### config.mk
export PLATFORM = sky130hd
export DESIGN_NAME = sts_supervisor
export DESIGN_NICKNAME = d
export VERILOG_FILES = /design/src/sts_offset_check.v /design/src/sts_supervisor.v
export VERILOG_INCLUDE_DIRS = /design/src /design/src/src
export SDC_FILE = /design/constraint.sdc
export NUM_CORES = 1
export LEC_CHECK = 0
export ABC_AREA = 1
export BUFFER_PORTS_ARGS = -buffer_cell sky130_fd_sc_hd__buf_2
export CAP_MARGIN = 20
export CORE_MARGIN = 2
export CORE_UTILIZATION = 45
export DETAILED_ROUTE_END_ITERATION = 10
export HOLD_SLACK_MARGIN = 0.05
export PLACE_DENSITY = 0.67
export SLEW_MARGIN = 30
export SYNTH_ARGS = -nofsm -noshare
export SYNTH_HDL_FRONTEND = slang
export SYNTH_SLANG_ARGS = --single-unit
### constraint.sdc
create_clock -name clk -period 3.23 [get_ports clk]
set_input_delay 0.1615 -clock clk [delete_from_list [all_inputs] [get_ports clk]]
set_output_delay 0.1615 -clock clk [all_outputs]
set_load 0.01 [all_outputs]
### src/sts_regs.vh
// constants and timing counts for the self-test supervisor
`ifndef STS_REGS_VH
`define STS_REGS_VH
`define STS_CLK_HZ 50000000
`define STS_OFS_WARN_MV 16'h0032
`define STS_OFS_FAIL_MV 16'h004B
`define STS_PULSE_MS 1000
`define STS_PULSE_CYC ((`STS_CLK_HZ / 1000) * `STS_PULSE_MS)
`define STS_CONV_MAX_US 100
`define STS_CONV_MAX_CYC ((`STS_CLK_HZ / 1000000) * `STS_CONV_MAX_US)
`define STS_ST_OK 2'h0
`define STS_ST_WARN 2'h1
`define STS_ST_FAIL 2'h2
`endif

### src/sts_offset_check.v
// offset level classifier for one offset source
`include "sts_regs.vh"
module sts_offset_check (
  clk,
  reset,
  sample_valid,
  offset_mv,
  state_reg
);
  input wire clk;
  input wire reset;
  input wire sample_valid; // new magnitude present
  input wire [15:0] offset_mv; // offset magnitude in millivolts
  output reg [1:0] state_reg; // ok / warn / fail

  // classify each sample; state holds until the next sample
  always @(posedge clk) begin
    if (reset) begin
      state_reg <= `STS_ST_OK;
    end else if (sample_valid) begin
      if (offset_mv > `STS_OFS_FAIL_MV) begin
        state_reg <= `STS_ST_FAIL;
      end else if (offset_mv > `STS_OFS_WARN_MV) begin
        state_reg <= `STS_ST_WARN;
      end else begin
        state_reg <= `STS_ST_OK;
      end
    end
  end
endmodule

### src/sts_supervisor.v
// self-test supervisor deriving disables, alarm and status report
`include "sts_regs.vh"
module sts_supervisor #(
  parameter PULSE_CYC = `STS_PULSE_CYC,
  parameter CONV_MAX_CYC = `STS_CONV_MAX_CYC
) (
  clk,
  reset,
  conv_start,
  conv_done,
  master_offset_valid,
  master_offset_mv,
  chan_offset_valid,
  chan_offset_mv,
  settings_cmp,
  settings_img_a,
  settings_img_b,
  mem_rw_fail,
  mem_sum_fail,
  logic_supply_fail,
  analog_supply_fail,
  protection_disable,
  control_disable,
  output_block,
  alarm_contact,
  status_report,
  test_state
);
  input wire clk;
  input wire reset;
  input wire conv_start; // converter start pulse
  input wire conv_done; // converter end pulse
  input wire master_offset_valid; // grounded input sample ready
  input wire [15:0] master_offset_mv;
  input wire chan_offset_valid; // worst channel sample ready
  input wire [15:0] chan_offset_mv;
  input wire settings_cmp; // compare request pulse
  input wire [31:0] settings_img_a; // first stored image word
  input wire [31:0] settings_img_b; // second stored image word
  input wire mem_rw_fail; // memory read-write check failed
  input wire mem_sum_fail; // stored checksum mismatch
  input wire logic_supply_fail; // logic supply beyond limits
  input wire analog_supply_fail; // analog supply beyond limits
  output reg protection_disable;
  output reg control_disable;
  output reg output_block; // all output relays de-energized
  output wire alarm_contact;
  output reg status_report; // one-cycle report request
  output wire [15:0] test_state; // packed test states

  // converter watchdog
  reg conv_busy_reg;
  reg [31:0] conv_cnt_reg;
  reg conv_fail_reg; // sticky: no warning level
  // settings compare
  reg set_fail_reg;
  // other sticky failures
  reg mem_fail_reg;
  reg lsup_fail_reg;
  reg asup_fail_reg;
  // alarm latch and pulse timer
  reg alarm_latch_reg;
  reg [31:0] pulse_cnt_reg;
  reg [15:0] prev_state_reg;
  wire [1:0] mof_state; // master_offset_check state
  wire [1:0] chan_state;
  reg [1:0] mof_prev_reg;
  reg [1:0] chan_prev_reg;
  wire mof_fail_rise;
  wire chan_fail_rise;
  wire [15:0] state_now;

  // how the pieces fit together:
  // - every failure source but the two offsets ends in a sticky flag, so a transient
  //   fault still leaves the relay in its safe state until reset
  // - the offset sources are the only ones with a warning level;
  //   their state follows the latest sample and may return to ok
  // - warnings only ever reach the status report, never the
  //   disables or the alarm contact
  // - the alarm contact has two causes: a permanent latch for the
  //   sticky failures and a one-shot pulse for offset failures
  // - all gating outputs are registered so that a glitch on a
  //   failure input can never chatter a protection element
  // limitation: nothing but reset clears a sticky failure; a field unit
  // would re-run its self-tests after a restart to come back up

  sts_offset_check u_master_offset_check (
    .clk(clk),
    .reset(reset),
    .sample_valid(master_offset_valid),
    .offset_mv(master_offset_mv),
    .state_reg(mof_state)
  );

  sts_offset_check u_chan_offset_check (
    .clk(clk),
    .reset(reset),
    .sample_valid(chan_offset_valid),
    .offset_mv(chan_offset_mv),
    .state_reg(chan_state)
  );

  // conversion timing: too long or never done both end here
  // the counter only runs while a conversion is outstanding, so an
  // idle converter never trips the watchdog; a done pulse in the
  // same cycle as a start wins, as the converter has just finished
  always @(posedge clk) begin
    if (reset) begin
      conv_busy_reg <= 1'b0;
      conv_cnt_reg <= 32'h00000000;
      conv_fail_reg <= 1'b0;
    end else begin
      if (conv_done) begin
        conv_busy_reg <= 1'b0;
        conv_cnt_reg <= 32'h00000000;
      end else if (conv_start) begin
        conv_busy_reg <= 1'b1;
        conv_cnt_reg <= 32'h00000000;
      end else if (conv_busy_reg) begin
        conv_cnt_reg <= conv_cnt_reg + 32'h00000001;
      end
      // a stuck conversion trips the same limit as a slow one
      if (conv_busy_reg && !conv_done &&
          conv_cnt_reg >= CONV_MAX_CYC - 1) begin
        conv_fail_reg <= 1'b1;
      end
    end
  end

  // sticky failures; only reset clears them, as a relay would
  always @(posedge clk) begin
    if (reset) begin
      set_fail_reg <= 1'b0;
      mem_fail_reg <= 1'b0;
      lsup_fail_reg <= 1'b0;
      asup_fail_reg <= 1'b0;
    end else begin
      if (settings_cmp && settings_img_a != settings_img_b) begin
        set_fail_reg <= 1'b1;
      end
      if (mem_rw_fail || mem_sum_fail) begin
        mem_fail_reg <= 1'b1;
      end
      if (logic_supply_fail) begin
        lsup_fail_reg <= 1'b1;
      end
      if (analog_supply_fail) begin
        asup_fail_reg <= 1'b1;
      end
    end
  end

  assign mof_fail_rise = (mof_state == `STS_ST_FAIL) &&
                         (mof_prev_reg != `STS_ST_FAIL);
  assign chan_fail_rise = (chan_state == `STS_ST_FAIL) &&
                          (chan_prev_reg != `STS_ST_FAIL);

  // alarm: permanent latch plus one-shot pulse, warnings excluded
  // the pulse fires on the edge into failure only, so an offset that
  // stays failed does not keep the contact closed; trade-off: a
  // source that toggles between warn and fail pulses every time
  always @(posedge clk) begin
    if (reset) begin
      alarm_latch_reg <= 1'b0;
      pulse_cnt_reg <= 32'h00000000;
      mof_prev_reg <= `STS_ST_OK;
      chan_prev_reg <= `STS_ST_OK;
    end else begin
      mof_prev_reg <= mof_state;
      chan_prev_reg <= chan_state;
      if (conv_fail_reg || set_fail_reg || mem_fail_reg ||
          lsup_fail_reg || asup_fail_reg) begin
        alarm_latch_reg <= 1'b1;
      end
      // a new offset failure restarts the full pulse
      if (mof_fail_rise || chan_fail_rise) begin
        pulse_cnt_reg <= PULSE_CYC;
      end else if (pulse_cnt_reg != 32'h00000000) begin
        pulse_cnt_reg <= pulse_cnt_reg - 32'h00000001;
      end
    end
  end

  assign alarm_contact = alarm_latch_reg ||
                         (pulse_cnt_reg != 32'h00000000);

  // packed states: conv, settings, mem, lsup, asup, mof, chan
  assign state_now = {5'h00,
                      conv_fail_reg, set_fail_reg, mem_fail_reg,
                      lsup_fail_reg, asup_fail_reg,
                      2'h0, mof_state, chan_state};
  assign test_state = prev_state_reg;

  // gating outputs and status report on any state change
  // the report compares the live state with the registered copy, so
  // it rises in the same cycle as test_state shows the new value
  // hazard: two changes in back-to-back cycles give two reports,
  // which the report consumer must be able to take
  always @(posedge clk) begin
    if (reset) begin
      protection_disable <= 1'b0;
      control_disable <= 1'b0;
      output_block <= 1'b0;
      status_report <= 1'b0;
      prev_state_reg <= 16'h0000;
    end else begin
      // offsets never gate protection or control
      protection_disable <= conv_fail_reg || set_fail_reg ||
                            mem_fail_reg || lsup_fail_reg ||
                            asup_fail_reg;
      control_disable <= set_fail_reg || mem_fail_reg ||
                         lsup_fail_reg;
      output_block <= lsup_fail_reg;
      prev_state_reg <= state_now;
      status_report <= (state_now != prev_state_reg);
    end
  end
endmodule

**Word level (Yosys, flattened, before mapping)**

Index checks and enable logic that the tools add are counted.

- Add/subtract/negate cells: 2
- $lt $le $gt $ge: 5
- Reduce and logical (&&, ||, !) cells: 20
- Multiplexer cells: 6
- Equality and inequality tests: 6

Operators with widths:

| cell | count |
|---|---|
| 2-to-1 mux 26 bit | 2 |
| adder 32 x 1 -> 32 bit (second input constant) | 1 |
| greater-or-equal comparator 32 x 13 -> 1 bit (second input constant) | 1 |
| > comparator 16 x 6 -> 1 bit (second input constant) | 2 |
| > comparator 16 x 7 -> 1 bit (second input constant) | 2 |
| inequality test 32 bit | 1 |
| nonzero test 32 bit | 1 |
| subtractor 32 x 1 -> 32 bit (second input constant) | 1 |
| inequality test 11 x 16 -> 1 bit | 1 |
| logical OR 1 bit | 9 |
| logical AND 1 bit | 5 |
| equality test 2 bit (second input constant) | 2 |
| 2-to-1 mux 2 bit | 2 |
| inequality test 2 bit (second input constant) | 2 |
| OR reduction 2 bit | 2 |
| OR reduction 3 bit | 1 |
| 2-to-1 mux 1 bit | 2 |
| nonzero test 2 bit | 1 |
| logical NOT 1 bit | 1 |

- Output and inout port bits: 21
- Bits of input ports: 107
- Register bits after elaboration: 99
- Logic and storage cells: 59

**Depth between registers and ports, before layout**

Gate-level depths: netlist (run 1).

- Depth in word-level cells: 4
- Mapped depth: 11
- Depth with buffers taken out: 10

**Hierarchy**

From an unflattened synthesis (run 1), not the netlist that was laid out.

- Cell total of the unflattened synthesis: 819
- Area, all modules: 5321.4 sq um

By module, submodules not included:

| module | cells each | area each (sq um) | seq. area each (sq um) | times used |
|---|---|---|---|---|
| sts_supervisor | 769 | 5036.1 | 1661.6 | 1 |
| sts_offset_check | 25 | 142.6 | 40.0 | 2 |

**Worst setup path after synthesis (run 1)**

OpenSTA, ideal clock, no wires.

- Path kind: reg2reg
- Start: register pulse_cnt_reg[0]
- End: register pulse_cnt_reg[24]
- Stages on the path, launching flop included: 12
- Slack: 1.764 ns
- Clock period less this slack: 1.466 ns
- Buffers on the path: 2
- Required time: 3.102 ns
- Setup time: 0.128 ns
- Data arrival time: 1.338 ns
- Path through: dfxtp_1 inv_1 ha_1 inv_1 nor2_1 nand2_1 nor2_1 nand3_2 buf_6 buf_6 nand2_1 nor2_1

- Word-level cells in the longest chain between the ends: 1
- Elaborated cells on any way between the ends: 2
- Classes of those cells: add/sub (1); reduce/logical (1)

Ends and longest elaborated chain:

| what | line | text |
|---|---|---|
| from (decl) | sts_supervisor.v:63 | `reg [31:0] pulse_cnt_reg;` |
| from (signal assigned) | sts_supervisor.v:179 | `pulse_cnt_reg <= pulse_cnt_reg - 32'h00000001;` |
| subtractor 32 x 1 -> 32 bit or nonzero test 32 bit (tied branches) | sts_supervisor.v:179, sts_supervisor.v:178 |  |

Several ways; a longest one is shown, not always the timed one.
A chain may end at the register's enable or synchronous reset.

==> results.rst, run 1 <==
.. list-table::
   :header-rows: 1

   * - Metric
     - Value
   * - Outcome
     - finished clean
   * - Clock buffer depth
     - 2
   * - Number of rows in the core area
     - 39
   * - Worst voltage drop across the vdd grid
     - 0.345 mV
   * - Clock slew at the register clock pins of the worst setup and hold paths
     - 0.06 ns
   * - Flop and latch count out of synthesis
     - 87
   * - Reg-to-reg startpoint
     - test_state[3]
   * - Share of cells above drive strength 1
     - 20.5%
   * - Average wire per cell in the routed design
     - 11.8 µm
   * - Multiplexer area fraction after synthesis
     - 0%
   * - First-pass GRT wire length
     - 22000 µm
   * - Number of cells upsized or downsized after cts
     - 0
   * - Critical path cell sequence
     - inv_1 > o211ai_1 > nand2_1 > inv_1 > nand2_1 > a211oi_1
   * - Buffers & Inverters on Critical Path
     - 2
   * - Worst Clk Skew
     - 0.0122 ns
   * - Area share of xor/xnor cells in the synthesized design
     - 7.64%
   * - Critical path's largest stage delay
     - 0.58 ns
   * - RSZ-0062 raised after global routing
     - false
   * - Capturing element type of the critical path
     - flip-flop
   * - Port Buf Inserts
     - 120
   * - Endpoint of the most critical setup path
     - pulse_cnt_reg[8]
   * - Area fraction in compound gates after synthesis
     - 6.96%
   * - Highest clock rate
     - 0.497 GHz
   * - Antenna violations before repair
     - 0
   * - Slew Viols, Final
     - 0
   * - Adder-cell area share of the yosys netlist
     - 0.696%
   * - Horizontal die dimension
     - 113 µm
   * - Core region area
     - 11600 µm²
   * - Post-Synth Simple-Gate Area
     - 42.6%
   * - Fillers
     - 1135
   * - Via-to-Cell Ratio
     - 4.78
   * - Number of antenna repair diodes
     - 0
   * - Final core utilization
     - 55.2%
   * - First-iteration detailed-routing DRC count
     - 379
   * - Share of the clock period used by the worst path after layout
     - 62.3%
   * - Data arrival time of the critical path
     - 2.25 ns
   * - Number of maximum-capacitance constraint violations
     - 0
   * - Avg Inst Size Synth
     - 6.45 µm²
   * - Power per standard cell area
     - 460 nW/µm²
   * - Cell class contributing the biggest share of worst-path delay
     - simple AND/OR/NAND/NOR gates
   * - Root Buffer
     - sky130_fd_sc_hd__clkbuf_16
   * - P_leak
     - 2.84 nW
   * - Setup TNS
     - 0 ns
   * - Actual slew at the worst max-slew pin
     - 0.790 ns
   * - Hpwl dp
     - 10300 µm
   * - Layout-stage area growth over the synthesis result
     - 18.4%
   * - Synth Instances
     - 836
   * - Type of the most critical hold path
     - input port to flip-flop
   * - Via count of the first global-routing pass
     - 4864
   * - Worst max-slew margin expressed relative to the limit
     - 47.2%
   * - Number of stages on the worst setup path
     - 6
   * - Final net count
     - 1064
   * - Num ports
     - 128
   * - Share of the yosys chip area belonging to registers
     - 32.3%
   * - TritonCTS Buffers
     - 9
   * - Effective utilization at floorplan
     - 46.6%
   * - FF-to-FF path depth
     - 6
   * - Clock Sink Count
     - 87
   * - First drt pass iteration count
     - 5
   * - Antenna viol nets, final
     - 0
   * - Congestion Overflow GR
     - 0
   * - Final setup violating endpoints
     - 0
   * - Final RePlAce weighted congestion
     - 0.910
   * - Setup slack on the worst flop-to-flop path
     - 1.22 ns
   * - Main combinational cell family by area after synthesis
     - simple AND/OR/NAND/NOR gates
   * - Final WL
     - 13000 µm
   * - Type of origin of the critical path
     - flip-flop
   * - H-Tree Level Count
     - 3
   * - Hold Violations, Final
     - 0
   * - Period minus WS final
     - 2.01 ns
   * - Height of the die
     - 113 µm
   * - Required time of the worst setup path
     - 3.47 ns
   * - Most used DFF post-synth
     - sky130_fd_sc_hd__dfxtp_1
   * - Pin count of the biggest net entering global routing
     - 33
   * - TritonCTS clock tree
     - built
   * - Yosys Warn Count
     - 0
   * - Clock insertion delay at the later pin of the skew report
     - 0.34 ns
   * - Category of the critical setup timing path
     - flip-flop to flip-flop
   * - Share of synthesized registers carrying an async set or reset
     - 0%
   * - Critical path launch point
     - test_state[3]
   * - Count of different cell masters after synthesis
     - 40
   * - Via total after detailed routing
     - 5263
   * - Terminus of the critical flop-to-flop path
     - pulse_cnt_reg[8]
   * - Number of flops mapped to enable cells by yosys
     - 0
   * - Die outline area
     - 12900 µm²
   * - Remaining DRCs
     - 0
   * - Max stage delay cell, worst path
     - sky130_fd_sc_hd__nand2_1
   * - Max FO, Critical Path
     - 20
   * - Syn Std Cell Area
     - 5390 µm²
   * - Global-route usage over all layers
     - 21.2%
==> worst min-delay path: stages <==
cell                       delay, ns
sky130_fd_sc_hd__buf_2          0.09
sky130_fd_sc_hd__o211ai_1       0.08
sky130_fd_sc_hd__inv_1          0.05
==> final cells by class <==
type	count	area, µm²	share of cell area [%]
sequential	87	1740	27.3
tap	143	179	2.80
inverter	101	379	5.94
multi-input combinational	633	3150	49.3
timing repair buffer	122	621	9.73
clock buffer	10	229	3.59
clock inverter	6	83.8	1.31
==> synthesized netlist by cell type (8+ instances only) <==
cell type | n | area (µm²)
sky130_fd_sc_hd__nor3_1 | 16 | 80.1
sky130_fd_sc_hd__nand3_1 | 48 | 240
sky130_fd_sc_hd__xnor2_1 | 36 | 315
sky130_fd_sc_hd__nand2_2 | 9 | 56.3
sky130_fd_sc_hd__o21ai_0 | 17 | 85.1
sky130_fd_sc_hd__nand4_1 | 21 | 131
sky130_fd_sc_hd__a21oi_1 | 32 | 160
sky130_fd_sc_hd__dfxtp_1 | 87 | 1740
sky130_fd_sc_hd__xor2_1 | 11 | 96.3
sky130_fd_sc_hd__inv_1 | 94 | 353
sky130_fd_sc_hd__buf_4 | 9 | 67.6
sky130_fd_sc_hd__nor2_1 | 154 | 578
sky130_fd_sc_hd__nor2_4 | 8 | 90.1
sky130_fd_sc_hd__nor2_2 | 23 | 144
sky130_fd_sc_hd__nand2_1 | 208 | 781
==> layout by cell type, fill, tap and decap left out, drive strengths merged, types with 21 or more instances in the layout <==
master  Yosys  routed
a21oi      33      33
nand2     220     220
inv       100     101
nand3      51      51
dfxtp      87      87
xnor2      36      36
nand4      21      21
buf        16     120
nor2      186     186
==> worst min-delay path by stage <==
stage               depth (start not counted)                          endpoint          startpoint
floorplan                                   2                     asup_fail_reg  analog_supply_fail
global placement                            3                     lsup_fail_reg   logic_supply_fail
detailed placement                          3                     lsup_fail_reg   logic_supply_fail
CTS                                         3  u_chan_offset_check.state_reg[1]   chan_offset_valid
global route                                3  u_chan_offset_check.state_reg[1]   chan_offset_valid
finish                                      3  u_chan_offset_check.state_reg[1]   chan_offset_valid
==> cells by family after synthesis <==
| group | Yosys count |
|---|---|
| adder cells (fa/ha/maj) | 3 |
| XOR/XNOR | 47 |
| AND/OR/NAND/NOR | 511 |
| flip-flops | 87 |
| buffers and inverters | 122 |
| AO/OA/AOI/OAI | 65 |
| other | 1 |
==> per-stage QoR <==
| step | cells | setup slack [ns] | instance area, µm² | total power (W) | hold WS, ns |
|---|---|---|---|---|---|
| after global placement | 1084 | 1.17 | 6050 | 0.00186 | 0.365 |
| after global routing | 1102 | 0.893 | 6380 | 0.00310 | 0.0715 |
| final | 1102 | 1.22 | 6380 | 0.00294 | 0.0635 |
| after floorplan | 842 | 1.76 | 5410 | 0.00170 | 0.277 |
| after detailed placement | 1084 | 1.15 | 6050 | 0.00186 | 0.376 |
| after CTS | 1102 | 1.15 | 6380 | 0.00296 | 0.0558 |
==> what timing repair did <==
action                                 CTS  global route
hold buffers                             2             0
setup endpoints to repair                0             0
endpoints found under the hold margin    2             0
buffers inserted                         0             0
==> per-layer routing <==
metal / GRT usage [%] / share of wire, % / up-vias
li1: - / - / 2849
met1: 25.4 / 44 / 2293
met2: 37.8 / 50 / 104
met3: 4.99 / 4.1 / 17
met4: 6.26 / 1.7 / 0
met5: 0 / 0 / -
==> power by group <==
group / internal (W) / switching, W
clock: 0.000676 / 0.000418
combinational: 0.000254 / 0.000399
sequential: 0.00113 / 0.0000608
(Power assumes the default switching activity.)
==> run 2: changes to the inputs <==
clock period = 1.9 ns   (was 3.23 ns; I/O delays follow)
==> run 2 against run 1 <==
Net effect:
- sequential power increased by 69%
- count of clock-buffer cells in the layout rose by 2
- via count grew 1.2%
- worst hold slack got worse by 0.0035 ns
- critical path depth is 1 higher
- worst setup slack worse by 1.1 ns
- global-route usage up 0.83 points
- utilization grew 1.1 points
- cell count rose by 1.5%
- register-to-register slack worse by 0.96 ns
==> results.rst, run 2 (same netlist as run 1, synthesis figures left out) <==
.. list-table::
   :header-rows: 1

   * - Metric
     - Value
   * - Final setup violating endpoints
     - 0
   * - Number of cells on the worst hold path
     - 5
   * - Layout-stage area growth over the synthesis result
     - 20.7%
   * - Critical path's largest stage delay
     - 0.34 ns
   * - Most frequent cells in the layout
     - sky130_fd_sc_hd__nand2_1, sky130_fd_sc_hd__nor2_1, sky130_fd_sc_hd__buf_2
   * - Height of the die
     - 113 µm
   * - Global-route usage over all layers
     - 22.0%
   * - Share of the clock period used by the worst path after layout
     - 93.2%
   * - Type of origin of the critical path
     - flip-flop
   * - Period minus WS final
     - 1.77 ns
   * - Final WL
     - 13300 µm
   * - Most common cell after layout, fill and taps aside
     - sky130_fd_sc_hd__nand2_1
   * - Port Buf Inserts
     - 120
   * - P_leak
     - 2.91 nW
   * - Actual slew at the worst max-slew pin
     - 0.548 ns
   * - Fillers
     - 1154
   * - Final core utilization
     - 56.3%
   * - First drt pass iteration count
     - 5
   * - Num ports
     - 128
   * - Category of the critical setup timing path
     - flip-flop to output pin
   * - Slew Viols, Final
     - 0
   * - Number of rows in the core area
     - 39
   * - First-iteration detailed-routing DRC count
     - 329
   * - H-Tree Level Count
     - 3
   * - Via total after detailed routing
     - 5328
   * - Setup slack on the worst flop-to-flop path
     - 0.26 ns
   * - Power per standard cell area
     - 759 nW/µm²
   * - Clock Sink Count
     - 87
   * - Type of the most critical hold path
     - input port to flip-flop
   * - Clock buffer depth
     - 2
   * - Post-CTS Setup Repair Bufs
     - 0
   * - FF-to-FF path depth
     - 6
   * - Max stage delay cell, worst path
     - sky130_fd_sc_hd__dfxtp_1
   * - Effective utilization at floorplan
     - 46.6%
   * - Data arrival time of the critical path
     - 1.68 ns
   * - Number of antenna repair diodes
     - 0
   * - Antenna viol nets, final
     - 0
   * - Number of maximum-capacitance constraint violations
     - 0
   * - Hold Violations, Final
     - 0
   * - Clock insertion delay at the later pin of the skew report
     - 0.34 ns
   * - FF/Latch Area
     - 1740 µm²
   * - Highest clock rate
     - 0.565 GHz
   * - Reg-to-reg startpoint
     - conv_busy_reg
   * - Setup TNS
     - 0 ns
   * - Fin cells
     - 1118
   * - Clock slew at the register clock pins of the worst setup and hold paths
     - 0.06 ns
   * - Worst max-slew margin expressed relative to the limit
     - 63.1%
   * - Cell repeated most along the worst path
     - sky130_fd_sc_hd__nand2_1
   * - Final RePlAce weighted congestion
     - 0.925
   * - Hpwl dp
     - 10700 µm
   * - Terminus of the critical flop-to-flop path
     - conv_cnt_reg[29]
   * - Outcome
     - finished clean
   * - Total power consumption of the routed design
     - 0.00494 W
   * - Final net count
     - 1081
   * - Critical path cell sequence
     - nor2_1 > nand2_1 > nor2_2 > nand2_1 > nor4_2 > nand2_1 > buf_2
   * - Required time of the worst setup path
     - 1.80 ns
   * - Share of cells above drive strength 1
     - 21.2%
   * - Antenna violations before repair
     - 0
   * - First-pass GRT wire length
     - 23000 µm
   * - Hold path startpoint
     - settings_cmp
   * - Horizontal die dimension
     - 113 µm
   * - TritonCTS clock tree
     - built
   * - Root Buffer
     - sky130_fd_sc_hd__clkbuf_16
   * - Worst Clk Skew
     - 0.00823 ns
   * - Average wire per cell in the routed design
     - 11.9 µm
   * - Hold Path Sink
     - set_fail_reg
   * - Pin count of the biggest net entering global routing
     - 32
   * - Max FO, Critical Path
     - 3
   * - Remaining DRCs
     - 0
   * - Congestion Overflow GR
     - 0
   * - RSZ-0062 raised after global routing
     - false
   * - Combined area of the multi-input logic cells
     - 3150 µm²
   * - TritonCTS Buffers
     - 9
   * - Via count of the first global-routing pass
     - 5026
   * - Worst voltage drop across the vdd grid
     - 0.512 mV
   * - Core region area
     - 11600 µm²
   * - Capturing element type of the critical path
     - output pin
   * - DP Cell Count
     - 1095
   * - Via-to-Cell Ratio
     - 4.77
   * - Die outline area
     - 12900 µm²
[run 2: changes by cell type in the layout (fill, tap and decap cells not counted)]
| cell | delta |
|---|---|
| sky130_fd_sc_hd__clkbuf_8 | +1 |
| sky130_fd_sc_hd__nor4_2 | +1 |
| sky130_fd_sc_hd__clkinv_2 | -2 |
| sky130_fd_sc_hd__dlygate4sd3_1 | +6 |
| sky130_fd_sc_hd__bufinv_16 | -1 |
| sky130_fd_sc_hd__nor4_1 | -1 |
| sky130_fd_sc_hd__buf_4 | +11 |
| sky130_fd_sc_hd__clkinv_4 | +1 |
| sky130_fd_sc_hd__clkbuf_1 | +1 |
| sky130_fd_sc_hd__inv_6 | -1 |
[run 2: where the power goes]
group          switching, W  internal [W]
logic              0.000702      0.000471
registers         0.0000965       0.00192
clock network      0.000701       0.00105
total               0.00150       0.00344
[run 2: how the worst max path moves through the flow]
stage / start / to / slack [ns] / cells after the start
floorplan: pulse_cnt_reg[0] / pulse_cnt_reg[24] / 0.43 / 11
global placement: pulse_cnt_reg[0] / pulse_cnt_reg[24] / 0.28 / 9
detailed placement: conv_busy_reg / conv_cnt_reg[29] / 0.27 / 6
finish: pulse_cnt_reg[10] / alarm_contact / 0.13 / 7
CTS: pulse_cnt_reg[10] / alarm_contact / 0.03 / 7
global route: pulse_cnt_reg[10] / alarm_contact / 0.03 / 7
[run 2: cell type report]
cell class | count | share of cell area [%]
clock buffers | 12 | 3.79
clock inverters | 3 | 0.673
inverters | 101 | 5.83
multi-input cells | 633 | 48.5
flip-flops and latches | 87 | 26.8
well taps | 143 | 2.75
repair buffers | 139 | 11.7
[run 2: routing by layer]
layer,global-route usage [%],share of wire [%]
met4,8.21,2.5
met2,36.7,47
met5,0,0
met1,28.7,47
met3,3.83,3.4
[run 2: worst max-delay path: cells and delay by family (launching register included)]
| family | cells | cell delay (ns) |
|---|---|---|
| flip-flops | 1 | 0.34 |
| buffers and inverters | 1 | 0.16 |
| AND/OR/NAND/NOR | 6 | 0.84 |
[run 2: metrics by stage]
step | setup WS, ns | hold slack (ns) | instance area [µm²]
floorplan | 0.434 | 0.211 | 5410
global placement | 0.285 | 0.302 | 6130
detailed placement | 0.270 | 0.311 | 6130
CTS | 0.0299 | 0.0576 | 6500
global route | 0.0287 | 0.0903 | 6510
finish | 0.129 | 0.0599 | 6510
[run 2: what timing repair did]
item	CTS	global route
endpoints found under the hold margin	8	0
setup endpoints to repair	0	1
resized for setup	0	1
hold buffers	8	0
==> run 3: changes to the inputs <==
CORE_ASPECT_RATIO = 0.6   (was unset)
==> run 3 against run 2 <==
Net effect:
- count of clock-buffer cells in the layout down 2
- non-clock buffer count rose by 3
- critical path depth did not move
- largest cell class unchanged
- critical endpoint unchanged
- cell count is 1.9% higher
- fmax fell by 1.9%
==> results.rst, run 3 (same netlist as run 1, synthesis figures left out) <==
.. list-table::
   :header-rows: 1

   * - Metric
     - Value
   * - Post-route setup slack
     - 0.0942 ns
   * - Height of the die
     - 88.8 µm
   * - Effective utilization at floorplan
     - 46.9%
   * - Port Buf Inserts
     - 120
   * - RSZ-0062 raised after global routing
     - false
   * - Number of maximum-capacitance constraint violations
     - 0
   * - Critical path's largest stage delay
     - 0.37 ns
   * - Number of cells on the worst hold path
     - 4
   * - Antenna violations before repair
     - 0
   * - Required time of the worst setup path
     - 1.80 ns
   * - Fin cells
     - 1139
   * - Outcome
     - finished clean
   * - Final core utilization
     - 57.6%
   * - Worst Clk Skew
     - 0.00934 ns
   * - Fillers
     - 1120
   * - Layout-stage area growth over the synthesis result
     - 22.8%
   * - Worst max-slew margin expressed relative to the limit
     - 57.2%
   * - Share of cells above drive strength 1
     - 22.0%
   * - Terminus of the critical flop-to-flop path
     - pulse_cnt_reg[17]
   * - Period minus WS final
     - 1.81 ns
   * - H-Tree Level Count
     - 3
   * - Remaining DRCs
     - 0
   * - Type of the most critical hold path
     - input port to flip-flop
   * - Most frequent cells in the layout
     - sky130_fd_sc_hd__nand2_1, sky130_fd_sc_hd__nor2_1, sky130_fd_sc_hd__buf_2
   * - Cell repeated most along the worst path
     - sky130_fd_sc_hd__nand2_1
   * - Root Buffer
     - sky130_fd_sc_hd__clkbuf_16
   * - Horizontal die dimension
     - 145 µm
   * - Highest clock rate
     - 0.554 GHz
   * - Actual slew at the worst max-slew pin
     - 0.636 ns
   * - Data arrival time of the critical path
     - 1.71 ns
   * - Clock buffer depth
     - 2
   * - Setup TNS
     - 0 ns
   * - Via-to-Cell Ratio
     - 4.87
   * - Combined area of the multi-input logic cells
     - 3170 µm²
   * - Max stage delay cell, worst path
     - sky130_fd_sc_hd__dfxtp_1
   * - First drt pass iteration count
     - 5
   * - Number of antenna repair diodes
     - 0
   * - Critical path cell sequence
     - nor2_2 > nand2_1 > nor2_4 > nand2_1 > nor4_2 > nand2_1 > buf_2
   * - DP Cell Count
     - 1115
   * - Setup slack on the worst flop-to-flop path
     - 0.19 ns
   * - Power per standard cell area
     - 784 nW/µm²
   * - Clock Sink Count
     - 87
   * - Cell area after layout
     - 6620 µm²
   * - Category of the critical setup timing path
     - flip-flop to output pin
   * - Average wire per cell in the routed design
     - 13.0 µm
   * - Clock insertion delay at the later pin of the skew report
     - 0.34 ns
   * - First-pass GRT wire length
     - 24600 µm
   * - Via count of the first global-routing pass
     - 4943
   * - Capturing element type of the critical path
     - output pin
   * - Die outline area
     - 12900 µm²
   * - Reg-to-reg startpoint
     - pulse_cnt_reg[0]
   * - Max FO, Critical Path
     - 4
   * - Post-placement cell area
     - 6190 µm²
   * - Global-route usage over all layers
     - 24.0%
   * - Clock slew at the register clock pins of the worst setup and hold paths
     - 0.06 ns
   * - Pin count of the biggest net entering global routing
     - 24
   * - Hpwl dp
     - 11800 µm
   * - FF-to-FF path depth
     - 10
   * - Antenna viol nets, final
     - 0
   * - Pre-CTS WS
     - 0.237 ns
   * - First-iteration detailed-routing DRC count
     - 487
   * - Final net count
     - 1084
   * - Num ports
     - 128
   * - Final RePlAce weighted congestion
     - 0.901
   * - Via total after detailed routing
     - 5544
   * - Core region area
     - 11500 µm²
   * - TritonCTS clock tree
     - built
   * - Hold path startpoint
     - chan_offset_mv[14]
   * - Final WL
     - 14800 µm
   * - FF/Latch Area
     - 1740 µm²
   * - Slew Viols, Final
     - 0
   * - Buffers & Inverters on Critical Path
     - 1
   * - Most common cell after layout, fill and taps aside
     - sky130_fd_sc_hd__nand2_1
   * - Final setup violating endpoints
     - 0
   * - Cell class contributing the biggest share of worst-path delay
     - simple AND/OR/NAND/NOR gates
   * - Congestion Overflow GR
     - 0
   * - Share of the clock period used by the worst path after layout
     - 95.0%
   * - Worst voltage drop across the vdd grid
     - 0.529 mV
   * - P_leak
     - 2.95 nW
   * - Hold Violations, Final
     - 0
   * - Hold Path Sink
     - u_chan_offset_check.state_reg[0]
   * - TritonCTS Buffers
     - 9
   * - Type of origin of the critical path
     - flip-flop
   * - Number of rows in the core area
     - 30
## run 3: cell types whose count changed in the layout (fill, tap and decap cells not counted), sizes merged
| cell | before | now |
|---|---|---|
| bufinv | 1 | 2 |
| clkbuf | 12 | 10 |
| clkinvlp | 0 | 2 |
| clkinv | 3 | 2 |
| buf | 131 | 134 |
| inv | 100 | 101 |
## run 3: layout make-up
type | instances | share of cell area, %
Clock buffer | 10 | 3.61
Tap cell | 160 | 3.02
Sequential cell | 87 | 26.3
Multi-Input combinational cell | 633 | 47.8
Clock inverter | 6 | 1.40
Inverter | 101 | 5.73
Timing Repair Buffer | 142 | 12.1
## run 3: worst max path at each step
stage	cells past startpoint	start	slack (ns)	endpoint
2_1_floorplan	11	pulse_cnt_reg[0]	0.43	pulse_cnt_reg[24]
3_3_place_gp	10	pulse_cnt_reg[0]	0.26	pulse_cnt_reg[19]
3_5_place_dp	10	pulse_cnt_reg[0]	0.24	pulse_cnt_reg[17]
4_1_cts	7	pulse_cnt_reg[8]	0.005	alarm_contact
5_1_grt	7	pulse_cnt_reg[14]	0.002	alarm_contact
6_report	7	pulse_cnt_reg[23]	0.09	alarm_contact
## run 3: worst register-to-register path, stage by stage, from the launching register on
cell	delay [ns]
sky130_fd_sc_hd__dfxtp_1	0.33
sky130_fd_sc_hd__inv_1	0.13
sky130_fd_sc_hd__ha_1	0.19
sky130_fd_sc_hd__inv_1	0.04
sky130_fd_sc_hd__nor2_1	0.13
sky130_fd_sc_hd__nand2_1	0.07
sky130_fd_sc_hd__nor2_1	0.12
sky130_fd_sc_hd__nand3_2	0.19
sky130_fd_sc_hd__buf_12	0.23
sky130_fd_sc_hd__nand3_1	0.09
sky130_fd_sc_hd__a21oi_1	0.06
## run 3: repair_timing
item                                    CTS  global route
hold buffers                              8             0
endpoints found under the setup margin    0             1
setup buffers                             0             0
gates resized for setup                   0             5
hold endpoints to repair                  8             0
## run 3: metrics by stage
| step | hold slack [ns] | power [W] |
|---|---|---|
| 2_1_floorplan | 0.211 | 0.00288 |
| 3_3_place_gp | 0.305 | 0.00322 |
| 3_5_place_dp | 0.324 | 0.00322 |
| 4_1_cts | 0.0504 | 0.00519 |
| 5_1_grt | 0.0628 | 0.00544 |
| 6_report | 0.0473 | 0.00519 |
## run 3: power by group
part / switching (W) / leakage (nW) / internal, W
logic: 0.000739 / 2.08 / 0.000472
registers: 0.000104 / 0.712 / 0.00192
clock network: 0.000761 / 0.155 / 0.00119
## run 3: layer usage
metal	track usage, %	share of wire [%]	vias to the layer above
met5	0	0	-
met4	5.08	0.85	0
met3	5.10	9.0	15
met2	33.3	36	189
met1	37.4	54	2455
li1	-	-	2885
